==> src/clock_manager_pkg.sv <==
// Constants, register map and carrier types of the clock manager.
// Assumes one system clock of 200 MHz; every input but the asynchronous reset is synchronous to it.
package clock_manager_pkg;

  localparam int CLK_PERIOD_PS = 5000;
  localparam int STOP_TIME_NS  = 2000;
  localparam int CW            = 12;
  // cycles without a source edge before the input counts as stopped
  localparam logic [CW-1:0] STOP_CYC = CW'(STOP_TIME_NS * 1000 / CLK_PERIOD_PS);
  localparam int LOCK_EDGES_DEF = 8;

  localparam logic [3:0] ADDR_CTRL   = 4'h0;
  localparam logic [3:0] ADDR_SHIFT  = 4'h4;
  localparam logic [3:0] ADDR_STATUS = 4'h8;
  localparam logic [3:0] ADDR_MASK   = 4'hC;

  localparam int CTRL_MULT_LSB = 0;
  localparam int CTRL_DIV_LSB  = 8;
  localparam int CTRL_DV_LSB   = 16;
  localparam int CTRL_HF_BIT   = 24;
  localparam int CTRL_FB_BIT   = 25;
  localparam int CTRL_FX_BIT   = 26;
  localparam int CTRL_FINE_BIT = 27;
  localparam int CTRL_VAR_BIT  = 28;
  localparam int CTRL_HALF_BIT = 29;
  localparam int STAT_LIVE_LSB = 8;
  localparam int STAT_LOCK_BIT = 16;

  localparam logic [5:0] MULT_RST = 6'h04;
  localparam logic [5:0] DIV_RST  = 6'h01;
  localparam logic [5:0] DV_RST   = 6'h04;

  localparam int STAT_OVF     = 0;
  localparam int STAT_IN_STOP = 1;
  localparam int STAT_FX_STOP = 2;

  localparam logic signed [7:0] SHIFT_MAX = 8'sh7F;
  localparam logic signed [7:0] SHIFT_MIN = 8'sh81;

  typedef struct packed {
    logic [5:0] mult;
    logic [5:0] div;
    logic [5:0] dv;
    logic       hf;
    logic       fb_used;
    logic       fx_used;
    logic       fine;
    logic       var_mode;
    logic       input_halving_option;
  } ctrl_t;

  typedef struct packed {
    logic [3:0]  addr;
    logic [31:0] wdata;
    logic        wr;
    logic        rd;
  } reg_req_t;

  typedef struct packed {
    logic out_phase_zero;
    logic out_phase_quarter;
    logic out_phase_half;
    logic out_phase_three_quarter;
    logic out_double_rate;
    logic out_double_rate_inverted;
    logic out_divided;
    logic out_synthesised;
    logic out_synthesised_inverted;
  } clk_out_t;

endpackage

==> src/clock_manager.sv <==
// Clock manager: de-skew, coarse and fine phase, doubling, division, synthesis.
// Assumes source, feedback and step-clock inputs are synchronous to clk_sys_i
// and that the source period is at least 4 system cycles.
//
// Design decisions made here: strobed register access and the address map.
`timescale 1ns/1ps
`default_nettype none

module clock_manager #(
  parameter int unsigned LOCK_EDGES         = clock_manager_pkg::LOCK_EDGES_DEF,
  parameter bit          HOLD_CONFIG_ON_LOCK = 1'b1
) (
  input  wire logic                        clk_sys_i,
  input  wire logic                        arst_n_i,
  input  wire logic                        source_clock_i,
  input  wire logic                        feedback_clock_i,
  input  wire logic                        shift_step_clock_i,
  input  wire logic                        shift_step_enable_i,
  input  wire logic                        shift_step_direction_i,
  input  wire clock_manager_pkg::reg_req_t reg_req_i,
  output logic [31:0]                      reg_rdata_o,
  output clock_manager_pkg::clk_out_t      clocks_o,
  output logic                             locked_o,
  output logic [7:0]                       status_o,
  output logic                             config_hold_o,
  output logic                             irq_o
);
  import clock_manager_pkg::*;

  if (LOCK_EDGES < 1 || LOCK_EDGES > 15) begin : g_bad_lock
    $error("LOCK_EDGES must lie in 1..15");
  end

  // all state in one struct, so reset and next-state logic cannot drift apart
  typedef struct packed {
    ctrl_t             ctrl;
    logic              src_q;
    logic              fb_q;
    logic              ps_q;
    logic              half_tog;
    logic              aligned;
    logic              lock;
    logic              ovf;
    logic              fx;
    logic [CW-1:0]     cnt;
    logic [CW-1:0]     per;
    logic [CW-1:0]     tap;
    logic [CW-1:0]     ph;
    logic [CW-1:0]     fx_idle;
    logic [3:0]        stable;
    logic signed [7:0] shift;
    logic [6:0]        dcnt;
    logic [17:0]       acc;
    logic [2:0]        live_q;
    logic [2:0]        sticky;
    logic [2:0]        mask;
    logic [31:0]       rdata;
    clk_out_t          outs;
  } state_t;

  // s is the registered state, next_s its next-state copy
  state_t             s;
  state_t             next_s;
  logic               src_rise;
  logic               edge_q;
  logic               fb_rise;
  logic               step;
  logic               restart;
  logic               in_stop;
  logic               fx_stop;
  logic               wr_ctrl;
  logic               wr_shift;
  logic [CW-1:0]      ph_n;
  logic [CW-1:0]      half;
  logic [CW-1:0]      q1;
  logic [CW-1:0]      q3;
  logic [CW-1:0]      tgt;
  logic signed [20:0] prod;
  logic signed [12:0] off;
  logic [12:0]        tgt13;
  logic [17:0]        acc2;
  logic [17:0]        thr;
  logic [2:0]         live;
  logic [31:0]        rv;
  logic [5:0]         w_mult;
  logic [5:0]         w_div;
  logic [5:0]         w_dv;

  function automatic logic in_range(input logic [5:0] v, input logic [5:0] lo, input logic [5:0] hi);
    return (v >= lo) && (v <= hi);
  endfunction

  // halves 3..16, then even halves 18..32 only
  function automatic logic legal_dv(input logic [5:0] v);
    return in_range(v, 6'h03, 6'h10) || (!v[0] && in_range(v, 6'h12, 6'h20));
  endfunction

  // edge detection and derived phase points
  // quarter points round down, so an odd period gives a slightly short quarter
  assign src_rise = source_clock_i & ~s.src_q;
  assign edge_q   = src_rise & (~s.ctrl.input_halving_option | s.half_tog);
  assign fb_rise  = feedback_clock_i & ~s.fb_q;
  assign step     = shift_step_clock_i & ~s.ps_q & shift_step_enable_i
                    & s.ctrl.fine & s.ctrl.var_mode;
  assign in_stop  = (s.cnt == STOP_CYC);
  assign fx_stop  = s.ctrl.fx_used && (s.fx_idle == STOP_CYC);
  assign restart  = (s.cnt == s.tap) && !in_stop;
  assign half     = s.per >> 1;
  assign q1       = s.per >> 2;
  assign q3       = half + q1;
  assign ph_n     = (restart || s.ph >= s.per - 12'h001) ? 12'h000 : s.ph + 12'h001;
  assign live     = {fx_stop, in_stop, s.ovf};

  // fine shift target: shift/256 of the period, wrapped into 0..per-1
  // wrapping keeps the delay line target positive for negative shifts
  assign prod  = $signed({1'b0, s.per}) * $signed(s.shift);
  assign off   = $signed(prod[20:8]);
  assign tgt13 = off[12] ? ({1'b0, s.per} + off) : off;
  assign tgt   = s.ctrl.fine ? tgt13[CW-1:0] : 12'h000;

  // synthesiser accumulator: 2M half-cycles per D source periods
  assign thr  = 18'(s.ctrl.div) * 18'(s.per);
  assign acc2 = s.acc + 18'({s.ctrl.mult, 1'b0});

  // register decode: exact address match only, no byte lanes
  assign wr_ctrl  = reg_req_i.wr && (reg_req_i.addr == ADDR_CTRL);
  assign wr_shift = reg_req_i.wr && (reg_req_i.addr == ADDR_SHIFT);
  assign w_mult   = reg_req_i.wdata[CTRL_MULT_LSB +: 6];
  assign w_div    = reg_req_i.wdata[CTRL_DIV_LSB +: 6];
  assign w_dv     = reg_req_i.wdata[CTRL_DV_LSB +: 6];

  always_comb begin : next_state
    next_s          = s;
    rv              = 32'h0000_0000;
    next_s.src_q    = source_clock_i;
    next_s.fb_q     = feedback_clock_i;
    next_s.ps_q     = shift_step_clock_i;
    next_s.live_q   = live;
    if (src_rise) begin
      next_s.half_tog = ~s.half_tog;
    end

    // period measurement and stop watchdog
    // the watchdog saturates so a stopped source cannot wrap back to running
    if (edge_q) begin
      next_s.cnt = 12'h000;
      next_s.per = s.cnt + 12'h001;
    end else if (!in_stop) begin
      next_s.cnt = s.cnt + 12'h001;
    end

    // delay line: step one tap per feedback edge toward the target
    // one tap per edge is slow to settle but can never overshoot the target
    if (!s.ctrl.fb_used) begin
      next_s.tap = 12'h000;
    end else if (fb_rise && !in_stop) begin
      if (s.cnt < tgt) begin
        next_s.tap = (s.tap >= s.per - 12'h001) ? 12'h000 : s.tap + 12'h001;
      end else if (s.cnt > tgt) begin
        next_s.tap = (s.tap == 12'h000) ? s.per - 12'h001 : s.tap - 12'h001;
      end
    end
    if (fb_rise) begin
      next_s.aligned = (s.cnt == tgt);
    end else if (edge_q) begin
      next_s.aligned = 1'b0;
    end

    // lock: period stable, and delay line aligned when feedback is used, for several edges
    // a control write restarts the count, as any output may change with it
    if (edge_q) begin
      if (s.per == s.cnt + 12'h001 && (!s.ctrl.fb_used || s.aligned)) begin
        if (s.stable != 4'(LOCK_EDGES)) begin
          next_s.stable = s.stable + 4'h1;
        end
      end else begin
        next_s.stable = 4'h0;
      end
    end
    if (in_stop || wr_ctrl) begin
      next_s.stable = 4'h0;
    end
    next_s.lock = (s.stable == 4'(LOCK_EDGES)) && !in_stop && !fx_stop;

    // phase counter restarts on the delayed source edge
    next_s.ph = ph_n;
    next_s.outs.out_phase_zero          = !in_stop && (ph_n < half);
    next_s.outs.out_phase_half          = !in_stop && (ph_n >= half);
    next_s.outs.out_phase_quarter       = !in_stop && !s.ctrl.hf && (ph_n >= q1) && (ph_n < q3);
    next_s.outs.out_phase_three_quarter = !in_stop && !s.ctrl.hf && !((ph_n >= q1) && (ph_n < q3));
    next_s.outs.out_double_rate          = !in_stop && !s.ctrl.hf
                                           && ((ph_n < q1) || (ph_n >= half && ph_n < q3));
    next_s.outs.out_double_rate_inverted = !in_stop && !s.ctrl.hf
                                           && !((ph_n < q1) || (ph_n >= half && ph_n < q3));

    // divider counts quarter ticks; 2n quarters per period keeps 50/50
    // it re-aligns to the zero output on each restart until lock, then runs
    // free: clearing it every period would cap the ratio at one
    if (wr_ctrl || (restart && !s.lock)) begin
      next_s.dcnt = 7'h00;
    end else if (ph_n != s.ph && (ph_n == q1 || ph_n == half || ph_n == q3 || ph_n == 12'h000)) begin
      next_s.dcnt = (s.dcnt >= {s.ctrl.dv, 1'b0} - 7'h01) ? 7'h00 : s.dcnt + 7'h01;
    end
    next_s.outs.out_divided = !in_stop && (next_s.dcnt < {1'b0, s.ctrl.dv});

    // synthesiser toggles each half of its own period; stalls with the source
    // its phase runs free of the zero output; only its rate follows the source
    if (!s.ctrl.fx_used || in_stop) begin
      next_s.acc = 18'h0_0000;
    end else if (acc2 >= thr) begin
      next_s.acc = acc2 - thr;
      next_s.fx  = ~s.fx;
    end else begin
      next_s.acc = acc2;
    end
    if (next_s.fx != s.fx || !s.ctrl.fx_used) begin
      next_s.fx_idle = 12'h000;
    end else if (s.fx_idle != STOP_CYC) begin
      next_s.fx_idle = s.fx_idle + 12'h001;
    end
    next_s.outs.out_synthesised          = s.fx;
    next_s.outs.out_synthesised_inverted = ~s.fx;

    // variable fine shift; saturation flags overflow instead of wrapping
    // a written -128 lies past the lower end, so it saturates there as well
    if (wr_shift) begin
      next_s.shift = $signed(reg_req_i.wdata[7:0]);
      next_s.ovf   = 1'b0;
    end
    if (step) begin
      if (shift_step_direction_i) begin
        if (s.shift >= SHIFT_MAX) begin
          next_s.ovf = 1'b1;
        end else if (!wr_shift) begin
          next_s.shift = s.shift + 8'sh01;
        end
      end else begin
        if (s.shift <= SHIFT_MIN) begin
          next_s.ovf = 1'b1;
        end else if (!wr_shift) begin
          next_s.shift = s.shift - 8'sh01;
        end
      end
    end

    // control writes; illegal field values leave that field unchanged
    if (wr_ctrl) begin
      if (in_range(w_mult, 6'h02, 6'h20)) begin
        next_s.ctrl.mult = w_mult;
      end
      if (in_range(w_div, 6'h01, 6'h20)) begin
        next_s.ctrl.div = w_div;
      end
      if (legal_dv(w_dv)) begin
        next_s.ctrl.dv = w_dv;
      end
      next_s.ctrl.hf                   = reg_req_i.wdata[CTRL_HF_BIT];
      next_s.ctrl.fb_used              = reg_req_i.wdata[CTRL_FB_BIT];
      next_s.ctrl.fx_used              = reg_req_i.wdata[CTRL_FX_BIT];
      next_s.ctrl.fine                 = reg_req_i.wdata[CTRL_FINE_BIT];
      next_s.ctrl.var_mode             = reg_req_i.wdata[CTRL_VAR_BIT];
      next_s.ctrl.input_halving_option = reg_req_i.wdata[CTRL_HALF_BIT];
    end
    if (reg_req_i.wr && reg_req_i.addr == ADDR_MASK) begin
      next_s.mask = reg_req_i.wdata[2:0];
    end

    // sticky events: a new event wins over a same-cycle write-one-to-clear
    // events are rises of the registered live view, one per rise
    if (reg_req_i.wr && reg_req_i.addr == ADDR_STATUS) begin
      next_s.sticky = s.sticky & ~reg_req_i.wdata[2:0];
    end
    next_s.sticky = next_s.sticky | (live & ~s.live_q);

    // read data valid only in the cycle after the strobe
    // unmapped addresses read as zero so software can probe safely
    case (reg_req_i.addr)
      ADDR_CTRL: begin
        rv[CTRL_MULT_LSB +: 6] = s.ctrl.mult;
        rv[CTRL_DIV_LSB +: 6]  = s.ctrl.div;
        rv[CTRL_DV_LSB +: 6]   = s.ctrl.dv;
        rv[CTRL_HF_BIT]        = s.ctrl.hf;
        rv[CTRL_FB_BIT]        = s.ctrl.fb_used;
        rv[CTRL_FX_BIT]        = s.ctrl.fx_used;
        rv[CTRL_FINE_BIT]      = s.ctrl.fine;
        rv[CTRL_VAR_BIT]       = s.ctrl.var_mode;
        rv[CTRL_HALF_BIT]      = s.ctrl.input_halving_option;
      end
      ADDR_SHIFT:  rv[7:0] = s.shift;
      ADDR_STATUS: begin
        rv[2:0]                 = s.sticky;
        rv[STAT_LIVE_LSB +: 3]  = s.live_q;
        rv[STAT_LOCK_BIT]       = s.lock;
      end
      ADDR_MASK:   rv[2:0] = s.mask;
      default:     rv = 32'h0000_0000;
    endcase
    next_s.rdata = reg_req_i.rd ? rv : 32'h0000_0000;
  end

  // every register, delay line and shift value returns to its start on reset
  // control fields restart at multiply four over one, mode bits off
  always_ff @(posedge clk_sys_i or negedge arst_n_i) begin : state_reg
    if (!arst_n_i) begin
      s           <= '0;
      s.ctrl.mult <= MULT_RST;
      s.ctrl.div  <= DIV_RST;
      s.ctrl.dv   <= DV_RST;
    end else begin
      s <= next_s;
    end
  end

  // outputs straight from flip-flops; only hold and interrupt are gated
  assign clocks_o      = s.outs;
  assign locked_o      = s.lock;
  assign status_o      = {5'h00, s.live_q};
  assign reg_rdata_o   = s.rdata;
  assign config_hold_o = HOLD_CONFIG_ON_LOCK && !s.lock;
  assign irq_o         = |(s.sticky & s.mask);

  // checks next to the logic they guard
  // reset disables them: the first cycles after release still show reset values
  AST_CFG_RELEASE: assert property (@(posedge clk_sys_i) disable iff (!arst_n_i)
    $fell(config_hold_o) |-> locked_o) else $error("config released without lock");
  AST_LOCK_CAUSE: assert property (@(posedge clk_sys_i) disable iff (!arst_n_i)
    $rose(locked_o) |-> $past(s.stable) == 4'(LOCK_EDGES) && !status_o[STAT_IN_STOP])
    else $error("lock rose without stable edges");
  AST_LOCK_DROP: assert property (@(posedge clk_sys_i) disable iff (!arst_n_i)
    in_stop |=> !locked_o) else $error("lock held while input stopped");
  AST_STATUS_SPARE: assert property (@(posedge clk_sys_i) disable iff (!arst_n_i)
    status_o[7:3] == 5'h00) else $error("spare status bits not zero");
  AST_STATUS_STOP: assert property (@(posedge clk_sys_i) disable iff (!arst_n_i)
    in_stop |=> status_o[STAT_IN_STOP]) else $error("input stop not reported");
  AST_INV_SYNTH: assert property (@(posedge clk_sys_i) disable iff (!arst_n_i)
    1'b1 |=> clocks_o.out_synthesised_inverted != clocks_o.out_synthesised)
    else $error("inverted synthesised output not complementary");
  AST_INV_DOUBLE: assert property (@(posedge clk_sys_i) disable iff (!arst_n_i)
    !s.ctrl.hf && !in_stop |=> clocks_o.out_double_rate_inverted != clocks_o.out_double_rate)
    else $error("inverted double-rate output not complementary");
  AST_HF_OFF: assert property (@(posedge clk_sys_i) disable iff (!arst_n_i)
    s.ctrl.hf |=> !clocks_o.out_double_rate && !clocks_o.out_double_rate_inverted
    && !clocks_o.out_phase_quarter && !clocks_o.out_phase_three_quarter)
    else $error("high-frequency mode left an output running");
  AST_ALIGN: assert property (@(posedge clk_sys_i) disable iff (!arst_n_i)
    restart && s.per >= 12'h004 |=> clocks_o.out_phase_zero && !clocks_o.out_phase_quarter
    && (s.ctrl.hf || clocks_o.out_double_rate)) else $error("outputs not aligned to zero phase");
  AST_STEP: assert property (@(posedge clk_sys_i) disable iff (!arst_n_i)
    step && shift_step_direction_i && !wr_shift && s.shift != SHIFT_MAX
    |=> s.shift == $past(s.shift) + 8'sh01) else $error("shift did not step up");
  AST_OVERFLOW: assert property (@(posedge clk_sys_i) disable iff (!arst_n_i)
    step && !shift_step_direction_i && !wr_shift && s.shift == SHIFT_MIN
    |=> $stable(s.shift) ##1 status_o[STAT_OVF]) else $error("overflow not flagged");
  AST_TAP_MOVE: assert property (@(posedge clk_sys_i) disable iff (!arst_n_i)
    fb_rise && s.ctrl.fb_used && !in_stop && s.cnt != tgt |=> s.tap != $past(s.tap))
    else $error("delay line did not move");
  AST_DIV_RANGE: assert property (@(posedge clk_sys_i) disable iff (!arst_n_i)
    legal_dv(s.ctrl.dv) && s.dcnt < {s.ctrl.dv, 1'b0}) else $error("divider out of range");
  AST_OVF_CLEAR: assert property (@(posedge clk_sys_i) disable iff (!arst_n_i)
    wr_shift && !step |=> !s.ovf) else $error("shift write left overflow set");
  AST_STICKY_SET: assert property (@(posedge clk_sys_i) disable iff (!arst_n_i)
    live[STAT_OVF] && !s.live_q[STAT_OVF] |=> s.sticky[STAT_OVF]) else $error("overflow event not held");
  AST_STOP_OUTS: assert property (@(posedge clk_sys_i) disable iff (!arst_n_i)
    in_stop |=> !clocks_o.out_phase_zero && !clocks_o.out_divided) else $error("outputs ran while input stopped");

  COV_LOCK: cover property (@(posedge clk_sys_i) disable iff (!arst_n_i) $rose(locked_o));
  COV_OVF:  cover property (@(posedge clk_sys_i) disable iff (!arst_n_i) $rose(status_o[STAT_OVF]));
  COV_FX:   cover property (@(posedge clk_sys_i) disable iff (!arst_n_i)
    $rose(clocks_o.out_synthesised) && locked_o);
  COV_IRQ:  cover property (@(posedge clk_sys_i) disable iff (!arst_n_i) $rose(irq_o));
  COV_STOP: cover property (@(posedge clk_sys_i) disable iff (!arst_n_i)
    $rose(status_o[STAT_IN_STOP]));

endmodule // clock_manager

`default_nettype wire

==> config.mk <==
export PLATFORM = sky130hd
export DESIGN_NAME = clock_manager
export DESIGN_NICKNAME = d
export VERILOG_FILES = /design/src/clock_manager_pkg.sv /design/src/clock_manager.sv
export SDC_FILE = /design/constraint.sdc
export NUM_CORES = 1
export LEC_CHECK = 0
export BUFFER_PORTS_ARGS = -buffer_cell sky130_fd_sc_hd__buf_2
export CELL_PAD_IN_SITES_DETAIL_PLACEMENT = 1
export CELL_PAD_IN_SITES_GLOBAL_PLACEMENT = 2
export CORE_ASPECT_RATIO = 1.2
export CORE_MARGIN = 5
export CORE_UTILIZATION = 40
export CTS_CLUSTER_SIZE = 20
export DETAILED_ROUTE_END_ITERATION = 8
export MAX_ROUTING_LAYER = met4
export PLACE_DENSITY_LB_ADDON = 0.08
export SYNTH_ARGS = -nofsm -noshare
export SYNTH_HDL_FRONTEND = slang
export SYNTH_SLANG_ARGS = --single-unit
==> constraint.sdc <==
create_clock -name clk_sys_i -period 10.05 [get_ports clk_sys_i]
set_input_delay 2.01 -clock clk_sys_i [delete_from_list [all_inputs] [get_ports clk_sys_i]]
set_output_delay 2.01 -clock clk_sys_i [all_outputs]
set_load 0.01 [all_outputs]
==> results.md <==
* Status: complete, no violations
* Num CTS Buffers at 17
* Critical Path RT at 10420 ps
* Die Span Y at 244.4 µm
* Clk_skew at 17.12 ps
* Final nets at 2500
* Top cell by count, worst path: fa_1
* Grt ovf at 0
* Async SR Flop Fraction at 100.0%
* CP peak stage delay at 720 ps
* Synthesis Warnings at 0
* Via count at 14750
* Clk_lat worst skew at 490 ps
* Number of synthesized flops with an enable pin at 0
* Register bit total from synthesis at 173
* Setup TNS at 0 ps
* Max Cap Violations at 0
* Core Area at 45620 µm²
* Die width at 205.3 µm
* Crit Path Class: flop to flop
* Setup Viol. Count Final at 0
* Share of cells above drive strength 1 at 9.274%
* Yosys cell types at 83
* Clock Root Buffer: clkbuf_16
* Share of Yosys cell area claimed by the top area cell type at 23.24%
* Seq/Total Area, Yosys at 23.67%
* Cells after synthesis at 2104
* Largest net degree at the start of global routing at 102
* Crit end category: flop
* Total Wirelength at 53930 µm
* # Post-CTS Setup Buffers at 0
* WP data arrival at 9390 ps
* Detailed Route Iter0 Violations at 542
* Area contributors post-synth: dfrtp_1, ha_1, fa_1
* Syn avg cell area at 8.702 µm²
* Post-synth top cells: ha_1, inv_1, nand2_1
* CTS H-Tree Depth at 4
* DRC at 0
* Relative slew margins at 19.23%
* Number of global-route vias before repair at 16000
* Initial antenna violation count at 0
* Gpl congestion at 0.8475
* Wire per inst at 19.60 µm
* PortBufs at 79
* Fin. max-slew vios at 0
* Slew @ Worst Pin at 1205 ps
* Synth area leader: dfrtp_1
* Unrepaired setup endpoints after global routing: false
* Post-DRT Antenna Nets at 0
* N_diodes at 0
* Vias per cell at 5.360
* Clock transition at path regs at 80 ps
* Crit start category: flop
* Die area at 50170 µm²
* CTS Sinks at 173
* Final worst path period need at 9020 ps
* Crit-path max FO at 14
* Post-detail-place hpwl at 43190 µm
* CTS max path bufs at 2
* Starting Density at 40.13%
* Count leader, synth: ha_1
* CTS tree: done
* First-pass GRT wire length at 87960 µm
* CTS Hold Buffers Added at 0
* Layout overhead on the synthesized area at 7.886%
* Top FF cell, synth: dfrtp_1
* Rows at 86
* Slowest CP cell: dfrtp_1
* Io pins at 97
* Post_cts resized at 0
* Hold WC Path Type: flop to flop
* Max Fclk at 110.9 MHz
* DRT Pass-1 Iters at 5
* Final hold vios at 0
* # fillers at 5431
* Fin crit share at 89.76%
* Tot GR Track Use at 22.84%
* Post-Syn Area at 18310 µm²
==> metrics by stage <==
step	instances	worst slack (ps)	hold slack (ps)	utilization (%)	cell area, µm²
3_3_place_gp	2719	1152	357.1	41.95	19140
2_1_floorplan	2114	2002	353.7	-	18350
3_5_place_dp	2719	983.8	385.4	41.95	19140
6_report	2751	1030	390.5	43.29	19750
4_1_cts	2751	952.8	403.3	43.29	19750
5_1_grt	2751	347.6	404.2	43.29	19750
==> logic make-up after synthesis <==
logic type      after synthesis  share of synthesized area [%]
compound gates              360                          12.63
fa+ha+maj                   333                          27.02
flops                       173                          23.67
simple gates                714                          19.09
buf+inv                     337                          8.050
other cells                   1                        0.02048
xor+xnor                    150                          7.176
mux                          36                          2.344
==> critical path, delay by kind of cell, from the launching register on <==
family	cells	cell delay, ps
fa+ha+maj	7	2930
simple gates	8	1550
flops	1	720
compound gates	13	3200
xor+xnor	1	200
buf+inv	3	310
==> layout make-up <==
class	instances	area (µm²)	area share, %
clock buffers	18	439.2	2.223
clock inverters	14	175.2	0.8868
inverters	207	777.0	3.934
multi-input cells	1604	12550	63.55
flip-flops and latches	173	4333	21.94
well taps	616	770.7	3.902
repair buffers	119	704.4	3.566
==> routing by layer <==
layer	wire, µm	GRT usage, %
met1	23890	28.26
met2	28090	39.91
met3	928	2.706
met4	1017	5.459
met5	0	-
==> worst paths after layout <==
kind	startpoint	to	slack [ps]	cells after the start
worst max-delay path	half[1]	s[117]	1030	32
worst min-delay path	next_s[1]	clocks_o[1]	390	0
worst max register to register	half[1]	s[117]	1030	32
worst min register to register	next_s[1]	clocks_o[1]	390	0
max in group asynchronous	arst_n_i	s[146]	6920	2
min in group asynchronous	arst_n_i	s[165]	1600	1
==> sequential cells by signal, summed over array words and instances, names as in the netlist <==
signal,count
s,121
reg_rdata_o,26
half,11
clocks_o,9
status_o,3
live,1
locked_o,1
next_s,1
==> placed cells by master, fill, tap and decap left out, types with 20 or more instances in the layout <==
cell type,n
nand4_1,26
ha_1,229
nor3_1,47
o21ai_0,74
xnor2_1,79
a21o_1,39
nand2_1,200
buf_2,78
and2_1,69
nor2_1,177
fa_1,104
and3_1,23
a21oi_1,107
nand3_1,48
nor2b_1,20
inv_1,205
buf_4,40
dfrtp_1,170
xor2_1,71
Power is not shown: default switching activity piles up to over one toggle a cycle in this logic, so the estimate is an artifact.
